## src/hdl/tph_pkg.sv

```systemverilog
// package for the 8-bit timer pwm block: field codes, reset values, timing counts
// assumes one 40 MHz clock; everything else is plain ports of the top module
package tph_pkg;

  // ----------------------------------------------------------------
  // count clock selection codes
  // ----------------------------------------------------------------
  localparam logic [2:0] CKS_DIV1 = 3'h0;
  localparam logic [2:0] CKS_DIV4 = 3'h1;
  localparam logic [2:0] CKS_DIV16 = 3'h2;
  localparam logic [2:0] CKS_DIV64 = 3'h3;
  localparam logic [2:0] CKS_DIV4096 = 3'h4;
  localparam logic [2:0] CKS_SLOW = 3'h5;

  // ----------------------------------------------------------------
  // prescaler tap positions (divide by 2^n uses bit n-1)
  // ----------------------------------------------------------------
  localparam int TAP_DIV4 = 1;
  localparam int TAP_DIV16 = 3;
  localparam int TAP_DIV64 = 5;
  localparam int TAP_DIV4096 = 11;
  localparam int PRESC_W = 12;

  // ----------------------------------------------------------------
  // operating mode codes
  // ----------------------------------------------------------------
  localparam logic [1:0] MODE_INTERVAL = 2'h0;
  localparam logic [1:0] MODE_PWM = 2'h2;

  // ----------------------------------------------------------------
  // reset values and timing
  // ----------------------------------------------------------------
  localparam logic [7:0] CNT_RESET = 8'h00;
  localparam logic [7:0] CMP_RESET = 8'h00;
  localparam logic [11:0] PRESC_RESET = 12'h000;
  // count clocks needed between a duty write and its transfer
  localparam int DUTY_XFER_TICKS = 3;
  localparam logic [1:0] AGE_RESET = 2'h0;

  // phase of the comparison
  typedef enum logic {TPH_CMP_PERIOD, TPH_CMP_DUTY} tph_phase_t;

endpackage

```

## src/hdl/tph_timer_pwm.sv

```systemverilog
// 8-bit timer with interval and pwm output modes, configured by plain ports
// assumes configuration ports come from logic on ref_clk_i; the slow clock tick
// arrives from another domain and is resynchronised here
//
// Notes on behaviour
// software keeps duty below period, 8-bit values
// first comparison after enable uses period
// period match: clear, interrupt, output active in pwm mode, toggled in interval mode
// duty match: output inactive, back to period
// cycle (N+1) counts, active width (M+1)
// first count clock after enable is masked
// disable forces interrupt and output inactive
// duty writes latched, moved at duty match; a stopped timer takes them straight into the compare register
// transfer needs three count clocks after write
// software rewrites duty after each restart
// disable clears counter; enable starts counting
// software leaves period alone while counting
// software leaves mode bits alone while counting
// output enable gates pin; level picks default
// interrupt is one-cycle pulse per period match
// disabled output holds default level
`timescale 1ns/1ps

module tph_timer_pwm #(
  parameter int CNT_W = 8
) (
  input wire logic ref_clk_i, // 40 MHz peripheral clock
  input wire logic nrst_i, // synchronous reset, active low
  input wire logic count_enable_bit_i, // count enable
  input wire logic count_clock_sel_hi_i, // clock select bit 2
  input wire logic count_clock_sel_mid_i, // clock select bit 1
  input wire logic count_clock_sel_lo_i, // clock select bit 0
  input wire logic op_mode_sel_hi_i, // mode select bit 1
  input wire logic op_mode_sel_lo_i, // mode select bit 0
  input wire logic default_output_level_i, // inactive level of output
  input wire logic output_drive_enable_i, // output enable
  input wire logic slow_clk_tick_i, // slow clock (other domain), divided by 128
  input wire logic [CNT_W-1:0] period_compare_reg_i, // period value n
  input wire logic [CNT_W-1:0] duty_wdata_i, // duty value written by software
  input wire logic duty_we_i, // one-cycle write strobe for duty
  output logic timer_output_pin_o, // pin level
  output logic timer_output_pin_oe_o, // high while pin is driven
  output logic match_interrupt_o, // one-cycle pulse on period match
  output logic [CNT_W-1:0] count_o, // counter value
  output logic [CNT_W-1:0] duty_compare_reg_o // active duty compare value
);

  // ----------------------------------------------------------------
  // elaboration check
  // ----------------------------------------------------------------
  if (CNT_W != 8) begin : g_bad_width
    $error("tph_timer_pwm supports only an 8-bit counter");
  end

  // ----------------------------------------------------------------
  // slow clock resynchroniser and prescaler
  // ----------------------------------------------------------------
  logic [2:0] slow_sync; // three stages; only [1] and [2] are compared
  logic slow_lvl; // filtered slow clock level
  logic slow_tick; // one cycle on each filtered rising edge
  logic [tph_pkg::PRESC_W-1:0] presc; // free divider of ref clock, cleared when stopped
  logic [tph_pkg::PRESC_W-1:0] next_presc;
  logic [2:0] next_slow_sync;
  logic next_slow_lvl;
  logic [6:0] slow_div; // divides slow clock edges by 128
  logic [6:0] next_slow_div;
  logic [2:0] cks; // selected count clock code
  logic cnt_tick; // one ref cycle per count clock

  assign cks = {count_clock_sel_hi_i, count_clock_sel_mid_i, count_clock_sel_lo_i};

  // tap strobe: all bits at and below the tap are ones
  function automatic logic tap_hit(input logic [tph_pkg::PRESC_W-1:0] p, input int tap);
    logic r;
    r = 1'b1;
    for (int i = 0; i < tph_pkg::PRESC_W; i++) begin
      if (i <= tap && !p[i]) begin
        r = 1'b0;
      end
    end
    return r;
  endfunction

  // next values of the clock source chain
  always_comb begin
    next_slow_sync = {slow_sync[1:0], slow_clk_tick_i};
    // change counts only once the second and third stage agree
    next_slow_lvl = (slow_sync[1] == slow_sync[2]) ? slow_sync[2] : slow_lvl;
    slow_tick = next_slow_lvl & ~slow_lvl;
    next_presc = count_enable_bit_i ? presc + 1'b1 : tph_pkg::PRESC_RESET;
    next_slow_div = !count_enable_bit_i ? 7'h00 : (slow_tick ? slow_div + 1'b1 : slow_div);
    unique case (cks)
      tph_pkg::CKS_DIV1: cnt_tick = 1'b1;
      tph_pkg::CKS_DIV4: cnt_tick = tap_hit(presc, tph_pkg::TAP_DIV4);
      tph_pkg::CKS_DIV16: cnt_tick = tap_hit(presc, tph_pkg::TAP_DIV16);
      tph_pkg::CKS_DIV64: cnt_tick = tap_hit(presc, tph_pkg::TAP_DIV64);
      tph_pkg::CKS_DIV4096: cnt_tick = tap_hit(presc, tph_pkg::TAP_DIV4096);
      tph_pkg::CKS_SLOW: cnt_tick = slow_tick && (slow_div == 7'h7f);
      // prohibited codes never tick
      default: cnt_tick = 1'b0;
    endcase
  end

  // registers of the clock source chain
  always_ff @(posedge ref_clk_i) begin
    if (!nrst_i) begin
      slow_sync <= 3'h0;
      slow_lvl <= 1'b0;
      presc <= tph_pkg::PRESC_RESET;
      slow_div <= 7'h00;
    end else begin
      slow_sync <= next_slow_sync;
      slow_lvl <= next_slow_lvl;
      presc <= next_presc;
      slow_div <= next_slow_div;
    end
  end

  // ----------------------------------------------------------------
  // counter, compare phase, output and duty buffer
  // ----------------------------------------------------------------
  logic [CNT_W-1:0] cnt, next_cnt; // the 8-bit up counter
  tph_pkg::tph_phase_t phase, next_phase; // which register is compared
  logic started, next_started; // first count clock after enable swallowed
  logic out_act, next_out_act; // pwm state: 1 while in the active part
  logic irq, next_irq;
  logic [CNT_W-1:0] duty, next_duty; // active duty compare value
  logic [CNT_W-1:0] duty_hold, next_duty_hold; // latched pending duty value
  logic pend, next_pend; // a latched value waits for transfer
  logic [1:0] age, next_age; // count clocks seen since the write, saturating
  logic next_pin, next_oe;
  logic pwm_mode;
  logic cmp_period, cmp_duty;

  assign pwm_mode = ({op_mode_sel_hi_i, op_mode_sel_lo_i} == tph_pkg::MODE_PWM);
  // interval mode never looks at the duty register
  assign cmp_period = (phase == tph_pkg::TPH_CMP_PERIOD) || !pwm_mode;
  assign cmp_duty = !cmp_period;

  // next values of the timer core
  always_comb begin
    next_cnt = cnt;
    next_phase = phase;
    next_started = started;
    next_out_act = out_act;
    next_irq = 1'b0;
    next_duty = duty;
    next_duty_hold = duty_hold;
    next_pend = pend;
    next_age = age;
    // latch duty write
    if (duty_we_i) begin
      next_duty_hold = duty_wdata_i;
      next_pend = 1'b1;
      next_age = tph_pkg::AGE_RESET;
    end
    if (!count_enable_bit_i) begin
      // stop and clear
      next_cnt = tph_pkg::CNT_RESET;
      // period compared first
      next_phase = tph_pkg::TPH_CMP_PERIOD;
      next_started = 1'b0;
      // force inactive
      next_out_act = 1'b0;
      // stopped timer takes writes straight into the compare register
      if (duty_we_i) begin
        next_duty = duty_wdata_i;
        next_pend = 1'b0;
      end
    end else if (cnt_tick) begin
      // age the pending write
      if (pend && !duty_we_i && age != 2'(tph_pkg::DUTY_XFER_TICKS)) begin
        next_age = age + 1'b1;
      end
      if (!started) begin
        // mask first count clock
        next_started = 1'b1;
      end else if (cmp_period && cnt == period_compare_reg_i) begin
        // period match
        next_cnt = tph_pkg::CNT_RESET;
        next_irq = 1'b1;
        next_out_act = pwm_mode ? 1'b1 : ~out_act;
        next_phase = tph_pkg::TPH_CMP_DUTY;
      end else if (cmp_duty && cnt == duty) begin
        // duty match, counter keeps running
        next_cnt = cnt + 1'b1;
        next_out_act = 1'b0;
        next_phase = tph_pkg::TPH_CMP_PERIOD;
        // transfer only if old enough
        if (pend && !duty_we_i && age == 2'(tph_pkg::DUTY_XFER_TICKS)) begin
          next_duty = duty_hold;
          next_pend = 1'b0;
        end
      end else begin
        // count up between matches
        next_cnt = cnt + 1'b1;
      end
    end
    // pin gating and default level
    next_oe = output_drive_enable_i;
    next_pin = output_drive_enable_i ? (next_out_act ^ default_output_level_i)
                                     : default_output_level_i;
  end

  // registers of the timer core
  always_ff @(posedge ref_clk_i) begin
    if (!nrst_i) begin
      cnt <= tph_pkg::CNT_RESET;
      phase <= tph_pkg::TPH_CMP_PERIOD;
      started <= 1'b0;
      out_act <= 1'b0;
      irq <= 1'b0;
      duty <= tph_pkg::CMP_RESET;
      duty_hold <= tph_pkg::CMP_RESET;
      pend <= 1'b0;
      age <= tph_pkg::AGE_RESET;
      timer_output_pin_o <= 1'b0;
      timer_output_pin_oe_o <= 1'b0;
    end else begin
      cnt <= next_cnt;
      phase <= next_phase;
      started <= next_started;
      out_act <= next_out_act;
      // single cycle pulse
      irq <= next_irq;
      duty <= next_duty;
      duty_hold <= next_duty_hold;
      pend <= next_pend;
      age <= next_age;
      timer_output_pin_o <= next_pin;
      timer_output_pin_oe_o <= next_oe;
    end
  end

  assign match_interrupt_o = irq;
  assign count_o = cnt;
  assign duty_compare_reg_o = duty;

endmodule

```

## config.mk

```make
export PLATFORM = sky130hd
export DESIGN_NAME = tph_timer_pwm
export DESIGN_NICKNAME = d
export VERILOG_FILES = /design/src/hdl/tph_pkg.sv /design/src/hdl/tph_timer_pwm.sv
export SDC_FILE = /design/constraint.sdc
export NUM_CORES = 1
export LEC_CHECK = 0
export ABC_CLOCK_PERIOD_IN_PS = 1790
export BUFFER_PORTS_ARGS = -buffer_cell sky130_fd_sc_hd__buf_2
export CAP_MARGIN = 20
export CORE_ASPECT_RATIO = 0.75
export CORE_UTILIZATION = 50
export CTS_CLUSTER_SIZE = 20
export DETAILED_ROUTE_END_ITERATION = 16
export PLACE_DENSITY = 0.72
export SLEW_MARGIN = 20
export SYNTH_ARGS = -nofsm -noshare
export SYNTH_HDL_FRONTEND = slang
export SYNTH_SLANG_ARGS = --single-unit
```

## constraint.sdc

```tcl
create_clock -name ref_clk_i -period 1.79 [get_ports ref_clk_i]
set_input_delay 0.358 -clock ref_clk_i [delete_from_list [all_inputs] [get_ports ref_clk_i]]
set_output_delay 0.358 -clock ref_clk_i [all_outputs]
set_load 0.01 [all_outputs]
```

**Word-level counts from Yosys, hierarchy flattened**

Cells that the tools add are included.

- Input bits: 28
- Register bits: 56
- Logic and storage cells: 103
- Output and inout port bits: 19

- Equality and inequality tests: 17
- Reduce and logical (&&, ||, !) cells: 18
- Muxes and demuxes: 44
- Bitwise logic cells: 5
- $add $sub $neg: 4

Operators with widths:

| cell | count |
|---|---|
| two-way mux 8 bit | 8 |
| two-way mux 1 bit | 31 |
| == test 8 bit | 2 |
| adder 12 x 1 -> 12 bit (second input constant) | 1 |
| adder 8 x 1 -> 8 bit (second input constant) | 1 |
| two-way mux 2 bit | 4 |
| != test 2 x 1 -> 1 bit (second input constant) | 4 |
| adder 7 x 1 -> 7 bit (second input constant) | 1 |
| == test 7 bit (second input constant) | 1 |
| == test 3 x 2 -> 1 bit (second input constant) | 2 |
| == test 3 bit (second input constant) | 2 |
| logical AND 1 bit | 6 |
| case mux 1 bit (6 select lines) | 1 |
| AND reduction 6 bit | 1 |
| == test 2 bit (second input constant) | 2 |
| != test 2 bit (second input constant) | 2 |
| AND reduction 2 bit | 2 |
| AND reduction 4 bit | 1 |
| nonzero test 2 bit | 2 |
| == test 3 x 1 -> 1 bit (second input constant) | 1 |
| logical NOT 1 bit | 3 |
| logical NOT 3 bit | 1 |
| inverter 1 bit | 3 |
| AND reduction 3 bit | 1 |
| other kinds (5) | 5 |

**Depth between registers and ports, before layout**

Gate-level depths: netlist (run 1).

- Depth after elaboration: 17
- Gate-level depth with buffers: 9
- Gate-level depth less buffers: 8

**Worst setup path before layout (run 1)**

Ideal clock, no wire load.

- Path kind: register -> register
- Start point: reg presc[0] (netlist bit)
- End point: reg timer_output_pin_o
- Data required time: 1.720 ns
- Cell stages (with the launch flop): 10
- Buffers on the path: 1
- Setup time: 0.070 ns
- Path slack: -0.153 ns
- Period minus slack after synthesis: 1.943 ns
- Arrival: 1.873 ns
- Cells stage by stage: dfxtp_1 > ha_1 > ha_1 > nand4_1 > nor4_2 > a211o_2 > buf_2 > a41o_1 > a41o_1 > a21oi_1

- Word-level cells in the longest chain between the ends: 17

Ends and longest elaborated chain:

| item | RTL line | text |
|---|---|---|
| start, declared | tph_timer_pwm.sv:61 | `logic [tph_pkg::PRESC_W-1:0] presc;` |
| start signal, assigned | tph_timer_pwm.sv:109 | `presc <= tph_pkg::PRESC_RESET;` |
| start signal, assigned | tph_timer_pwm.sv:114 | `presc <= next_presc;` |
| two-way mux 1 bit (*) (2 in a row) | tph_timer_pwm.sv:77 | `if (i <= tap && !p[i]) begin` |
| two-way mux 1 bit (10 in a row) | tph_timer_pwm.sv:77 |  |
| case mux 1 bit (6 select lines) (*) | tph_timer_pwm.sv:92 | `unique case (cks)` |
| two-way mux 1 bit (*) | tph_timer_pwm.sv:170 | `end else if (cnt_tick) begin` |
| two-way mux 1 bit (*) | tph_timer_pwm.sv:157 | `if (!count_enable_bit_i) begin` |
| XOR 1 bit (*) | tph_timer_pwm.sv:201 | `next_pin = output_drive_enable_i ? (next_out_act ^ default_output_level_i)` |
| two-way mux 1 bit (*) | tph_timer_pwm.sv:201 |  |
| end signal, assigned | tph_timer_pwm.sv:230 | `timer_output_pin_o <= next_pin;` |
| end, declared | tph_timer_pwm.sv:41 | `output logic timer_output_pin_o,` |

Every way passes the cells marked *; elsewhere a longest branch is shown, timed or not.
A chain may end at the register's enable or synchronous reset.

**Worst setup path in the final report (run 1)**

- Start point: reg presc[0] (netlist bit)
- End point: reg cnt[1] (netlist: count_o[1])

- Word-level cells in the longest chain between the ends: 14

Ends and longest elaborated chain:

| item | RTL line | text |
|---|---|---|
| two-way mux 1 bit (*) (2 in a row) | tph_timer_pwm.sv:77 |  |
| two-way mux 1 bit (10 in a row) | tph_timer_pwm.sv:77 |  |
| case mux 1 bit (6 select lines) (*) | tph_timer_pwm.sv:92 |  |
| AND reduction 2 bit (no line) (*) | -- |  |
| end signal, assigned | tph_timer_pwm.sv:208 | `cnt <= tph_pkg::CNT_RESET;` |
| end signal, assigned | tph_timer_pwm.sv:220 | `cnt <= next_cnt;` |
| end, declared | tph_timer_pwm.sv:122 | `logic [CNT_W-1:0] cnt, next_cnt;` |

Marked as above.

==> flow_summary.toml, run 1 <==
[status]
status = "finished, violations left"
violations = "negative setup slack"

[synthesis]
synthMuxAreaShare = 0.0991
synth_xor_area_frac = 0.119
synth_top_area_share = 0.425
yosysUniqueCellTypes = 42
synth_common_cells = "56 x dfxtp_1, 42 x nor2_1, 36 x nand2_1"
yosys_most_used_dff = "dfxtp_1"
ys_ff_latch = 56
syn_area_um2 = 2640
synth_top_family_by_area = "simple AND/OR/NAND/NOR gates"
synth_top_cell_by_area = "dfxtp_1"
yosys.area_share.simple = 0.250
synth_fp_nets = 328
netlist_instances = 295
async_reset_ff_frac = 0
synthTopCellsByArea = "dfxtp_1 42%, xnor2_1 6.6%, mux2i_1 6.1%"
yosysMostFrequentCell = "dfxtp_1"
synth-adder-area-share = 0.0237
synth.avg_cell_area_um2 = 8.95
ys_warn_count = 0
synth_compound_area_frac = 0.0498
synth_edf_count = 0
ys_seq_area_frac = 0.425

[floorplan]
die_w_um = 85.9
row_count = 22
ioPinCount = 47
die_area_um2 = 5580
core_area_um2 = 4980
die_y_um = 64.9
initial_core_util = 0.530

[clock_tree]
cts_made_buffers = 5
cts_hold_buf = 0
cts.htree.levels = 2
insertion_delay_ps = 300
cts_tree = "built"
clockRootBuffer = "clkbuf_8"
clock-sinks = 56
cts.path.max_buffers = 2
path_clk_slew_ps = 90

[global_route]
grt_usage = 0.234
grt_first_pass_wirelength_um = 10100
antenna_found_initial = 0
grt_max_degree = 22
gr-total-overflow = 0
grt_pass1_vias = 2235

[sta]
worst_slack_ps = -158
setup_viol = 22
worst_clock_skew_ps = 3.28
final-hold-violation-count = 0
fin_crit_sh = 1.09
setup_tns_ps = -1950
fin_crit_ps = 1950
rsz0062_at_grt = "true"
maxSlewViolCount = 0
clock.fmax_mhz = 513
worst_slew_pin_slew_ps = 441
relSlewSlack = 0.706

[setup_path]
critPathLaunchType = "register"
worstPathArrival_ps = 2190
setup.worst_path.end_class = "register"
cp.required_ps = 2030
crit_fanout = 8
path_class = "reg -> reg"

[cells_and_area]
fin_nets = 418
num_antenna_cells = 0
area_delta_synth_final_pct = 32.8
drive_above_1_share = 0.358
multiInputGateArea_um2 = 1580
fill_cells = 400
final_cells = 455
ff_latch_area_um2 = 1120

[job]
maxCapViolations = 0

[route]
firstDrtPassIters = 4
drc = 0
wirelength_um = 6070
ant_nets = 0
routed_via_density = 5.09
first_iter_violations = 115
via_count = 2316
wl_per_cell_um = 13.3

[placed_design]
place.gp.congestion = 0.813
dp.cells = 446
place.detailed.hpwl_um = 4460
port_buffers = 46

[pwr]
ir_drop_mv = 0.370
p_leak_nw = 1.55
power_density_nw_per_um2 = 617

[hold_path]
hold_class = "in -> reg"
flip-flops by register name, indices dropped and copies added (netlist names):
name and flops:
slow_div 7, started 1, phase 1, out_act 1, pend 1, age 2
timer_output_pin_oe_o 1, timer_output_pin_o 1, slow_lvl 1, duty_hold 8, match_interrupt_o 1, count_o 8
slow_sync 3, presc 12, duty_compare_reg_o 8
where the power goes:
group / total (mW) / internal, mW / switching (mW) / leakage (nW)
Combinational: 0.248 / 0.125 / 0.123 / 1.06
Sequential: 1.29 / 1.27 / 0.0179 / 0.456
Clock: 0.623 / 0.254 / 0.369 / 0.0359
layout make-up:
class                   instances  share of cell area
inverters                       6             0.00643
clock buffers                   5              0.0196
well taps                      72              0.0257
multi-input cells             219               0.452
repair buffers                 97               0.175
flip-flops and latches         56               0.321
path summary, 6_finish.rpt:
path                         from            to  slack (ps)  cells after the start
setup / recovery         presc[0]    count_o[1]        -160                      9
setup reg to reg         presc[0]    count_o[1]        -160                      9
hold reg to reg      slow_sync[0]  slow_sync[1]         440                      1
hold / removal    slow_clk_tick_i  slow_sync[0]         280                      2
cell families after synthesis:
family	after synthesis
and+or+nand+nor	132
DFF	56
xor gates and xnor gates	36
muxes	25
buffers and inverters	21
AOI/OAI and AO/OA	20
adders and majority gates	5
through the flow:
| stage | power [mW] | util | setup slack, ps | hold WS [ps] | area, µm² |
|---|---|---|---|---|---|
| after floorplan | 1.45 | - | -37.2 | 412 | 2690 |
| after global placement | 1.54 | 0.660 | -295 | 415 | 3290 |
| after detailed placement | 1.55 | 0.660 | -320 | 426 | 3290 |
| after CTS | 2.17 | 0.693 | -155 | 276 | 3450 |
| after global routing | 2.26 | 0.703 | -237 | 293 | 3500 |
| final | 2.16 | 0.703 | -158 | 279 | 3500 |
critical path, cell delays in order, from the launching register on:
cell,delay [ps]
dfxtp_2,340
ha_4,180
ha_4,160
nand2_1,50
o21ai_1,60
a211o_2,320
buf_4,150
and4_1,180
or2_4,330
a21oi_2,120
layout by cell type (no fill, tap or decap), types with 5 or more instances in the layout:
cell type   n
buf_4      51
mux2i_1    16
dfxtp_1    53
inv_1       6
nor2_2      6
nand4_1     9
xor2_1     15
nor2_1     35
xnor2_1    20
mux2_1      6
buf_2      46
clkbuf_8    5
nand3_1    12
nand2_1    36
and3_1      6
layer usage:
metal,vias to the layer above,global-route usage,part of all wire
li1,1182,-,-
met2,44,0.372,0.46
met5,-,0,0
met1,1084,0.314,0.48
met4,0,0.0771,0.0089
met3,6,0.0535,0.047
what timing repair did:
action                     CTS  global route
buffers inserted             3             0
setup endpoints to repair   22            23
pin swaps                   11             7
cloned                       1             0
resized for setup           13            13
hold endpoints to repair     0             0
(Power assumes the default switching activity.)
==> inputs of run 2 (changes only) <==
--- a/config.mk
+++ b/config.mk
@@ -12,8 +12,8 @@
 export CORE_UTILIZATION = 50
 export CTS_CLUSTER_SIZE = 20
 export DETAILED_ROUTE_END_ITERATION = 16
+export GPL_TIMING_DRIVEN = 0
 export PLACE_DENSITY = 0.72
-export SLEW_MARGIN = 20
 export SYNTH_ARGS = -nofsm -noshare
 export SYNTH_HDL_FRONTEND = slang
 export SYNTH_SLANG_ARGS = --single-unit
==> run 2 against run 1 <==
  * The flow still finishes with violations (negative setup slack)
  * Wire length is 8.7% lower
  * Power increased by 2.6%
  * Sequential cell count did not move
  * Critical path depth did not move
  * Cell count decreased by 7.0%
  * Clock power increased by 14%
  * Largest cell class unchanged
  * Largest power group unchanged
  * Highest routed layer unchanged
==> flow_summary.toml, run 2 (same netlist as run 1, synthesis figures left out) <==
[route]
first_iter_violations = 100
firstDrtPassIters = 4
routed_via_density = 5.06
via_count = 2142
wl_met3_um = 179
wirelength_um = 5540
wl_met1_um = 2820
ant_nets = 0
route.met2.wl_um = 2500
drc = 0
wl_per_cell_um = 13.1
highest-signal-layer = "met4"

[cells_and_area]
fin_nets = 383
num_antenna_cells = 0
drive_above_1_share = 0.265
max_flop_register = "presc"
final_cells = 423
mostFrequentLayoutCell = "dfxtp_1"
largest_register_ffs = 12
final_cell_mix = "47 x dfxtp_1, 44 x buf_2, 40 x nor2_1"
area_delta_synth_final_pct = 22.0
final_cell_area_um2 = 3220
fin_util = 0.646

[clock_tree]
insertion_delay_ps = 310
clock-sinks = 56
path_clk_slew_ps = 100
cts.path.max_buffers = 2
clockRootBuffer = "clkbuf_8"
cts_hold_buf = 0
cts_tree = "built"
cts.htree.levels = 2
cts_made_buffers = 5

[placed_design]
place.detailed.hpwl_um = 4160
placed_cell_area_um2 = 3000
place.gp.congestion = 0.870
dp.cells = 411
port_buffers = 44

[pwr]
switching_share = 0.239
clock_power_share = 0.320
ir_drop_mv = 0.317
internal-power_mw = 1.69
comb_power_share = 0.097
power_density_nw_per_um2 = 689
p_leak_nw = 1.33
seq_power_share = 0.583
p_sw_mw = 0.531

[sta]
maxSlewViolCount = 0
final-hold-violation-count = 0
setup_tns_ps = -1730
relSlewSlack = 0.546
fin_crit_sh = 1.09
rsz0062_at_grt = "true"
clock.fmax_mhz = 512
setup_viol = 21
worst_clock_skew_ps = 11.7
worst_slew_pin_slew_ps = 681
worst_slack_ps = -165
fin_crit_ps = 1950

[status]
status = "finished, violations left"
violations = "negative setup slack"

[global_route]
grt_max_degree = 18
antenna_found_initial = 0
grt_usage = 0.212
grt_pass1_vias = 1999
gr-total-overflow = 0
grt_first_pass_wirelength_um = 9270

[setup_path]
path_class = "reg -> reg"
crit_fanout = 4
slowest_stage = "a211o_2"
slowest_delay_ps = 390
cp.required_ps = 2040
setup.worst_path.end_class = "register"
r2r_setup_slack_ps = -160
rr_worst_depth = 9
r2r-start = "presc[0]"
critPathLaunchType = "register"
worstPathArrival_ps = 2200
crit_family = "compound AO/OA/AOI/OAI gates"
crit_chain = "ha_4, ha_4, nand2_1, o21ai_1, a211o_2, buf_6, a41o_1, a41o_1, a21oi_2"
rr_endpoint = "timer_output_pin_o"
crit_buf_inv = 1

[hold_path]
min_to = "slow_sync[0]"
worstHoldStart = "slow_clk_tick_i"
hold_class = "in -> reg"
whs_path_depth = 2

[floorplan]
ioPinCount = 47
die_w_um = 85.9
row_count = 22
die_y_um = 64.9
core_area_um2 = 4980
die_area_um2 = 5580
initial_core_util = 0.530

[job]
maxCapViolations = 0
==> run 2: changes by cell type in the layout (fill, tap and decap cells not counted), moves of 2 or more <==
cell / delta
buf_4: -47
clkbuf_1: +9
dfxtp_1: -6
dfxtp_2: +5
nor2_1: +5
nand3_1: -4
nor2_2: -4
buf_2: -2
buf_6: +2
clkinvlp_4: +2
nand3_2: +2
nand3_4: +2
o32a_4: -2
==> run 2: stage by stage <==
step / worst slack [ps] / power, mW / hold WS, ps
6_report: -165 / 2.22 / 265
5_1_grt: -233 / 2.34 / 257
4_1_cts: -154 / 2.24 / 260
3_5_place_dp: -287 / 1.53 / 428
3_3_place_gp: -291 / 1.52 / 420
2_1_floorplan: -37.2 / 1.45 / 412
==> run 2: final cells by class <==
class	instances	area (µm²)
Fill cell	438	1760
Multi-Input combinational cell	218	1540
Sequential cell	56	1130
Timing Repair Buffer	49	265
Tap cell	72	90.1
Clock buffer	6	82.6
Buffer	14	72.6
Inverter	6	22.5
Clock inverter	2	15.0
==> run 2: repair_timing <==
item / in CTS / in global routing
buffers inserted: 5 / 0
endpoints found under the hold margin: 0 / 0
setup endpoints to repair: 20 / 21
pin swaps: 12 / 6
gates resized for setup: 12 / 13
==> run 2: worst max path at each step <==
stage	to	slack [ps]	depth (start not counted)	from
6_report	timer_output_pin_o	-160	9	presc[0]
5_1_grt	duty_compare_reg_o[6]	-230	7	presc[11]
4_1_cts	timer_output_pin_o	-150	9	presc[0]
3_5_place_dp	duty_compare_reg_o[7]	-290	8	count_clock_sel_mid_i
3_3_place_gp	duty_compare_reg_o[4]	-290	8	count_clock_sel_mid_i
2_1_floorplan	duty_compare_reg_o[0]	-40	7	count_clock_sel_mid_i
==> run 2: per-layer routing <==
layer  GRT usage  vias up
met5           0        -
met4      0.0563        0
met3      0.0484        4
met2       0.341       28
met1       0.286     1007
li1            -     1103
==> run 2: worst register-to-register path, stage by stage (launching register included) <==
cell     delay [ps]
dfxtp_2         350
ha_4            170
ha_4            160
nand2_1          50
o21ai_1          80
a211o_2         390
buf_6           140
a41o_1          230
a41o_1          230
a21oi_2         120
==> run 2: power groups by stage <==
stage / clock, mW / combinational [mW] / sequential (mW)
detailed placement: 0 / 0.202 / 1.32
CTS: 0.738 / 0.211 / 1.29
floorplan: 0 / 0.123 / 1.32
global placement: 0 / 0.198 / 1.32
finish: 0.711 / 0.216 / 1.29
global route: 0.811 / 0.236 / 1.30
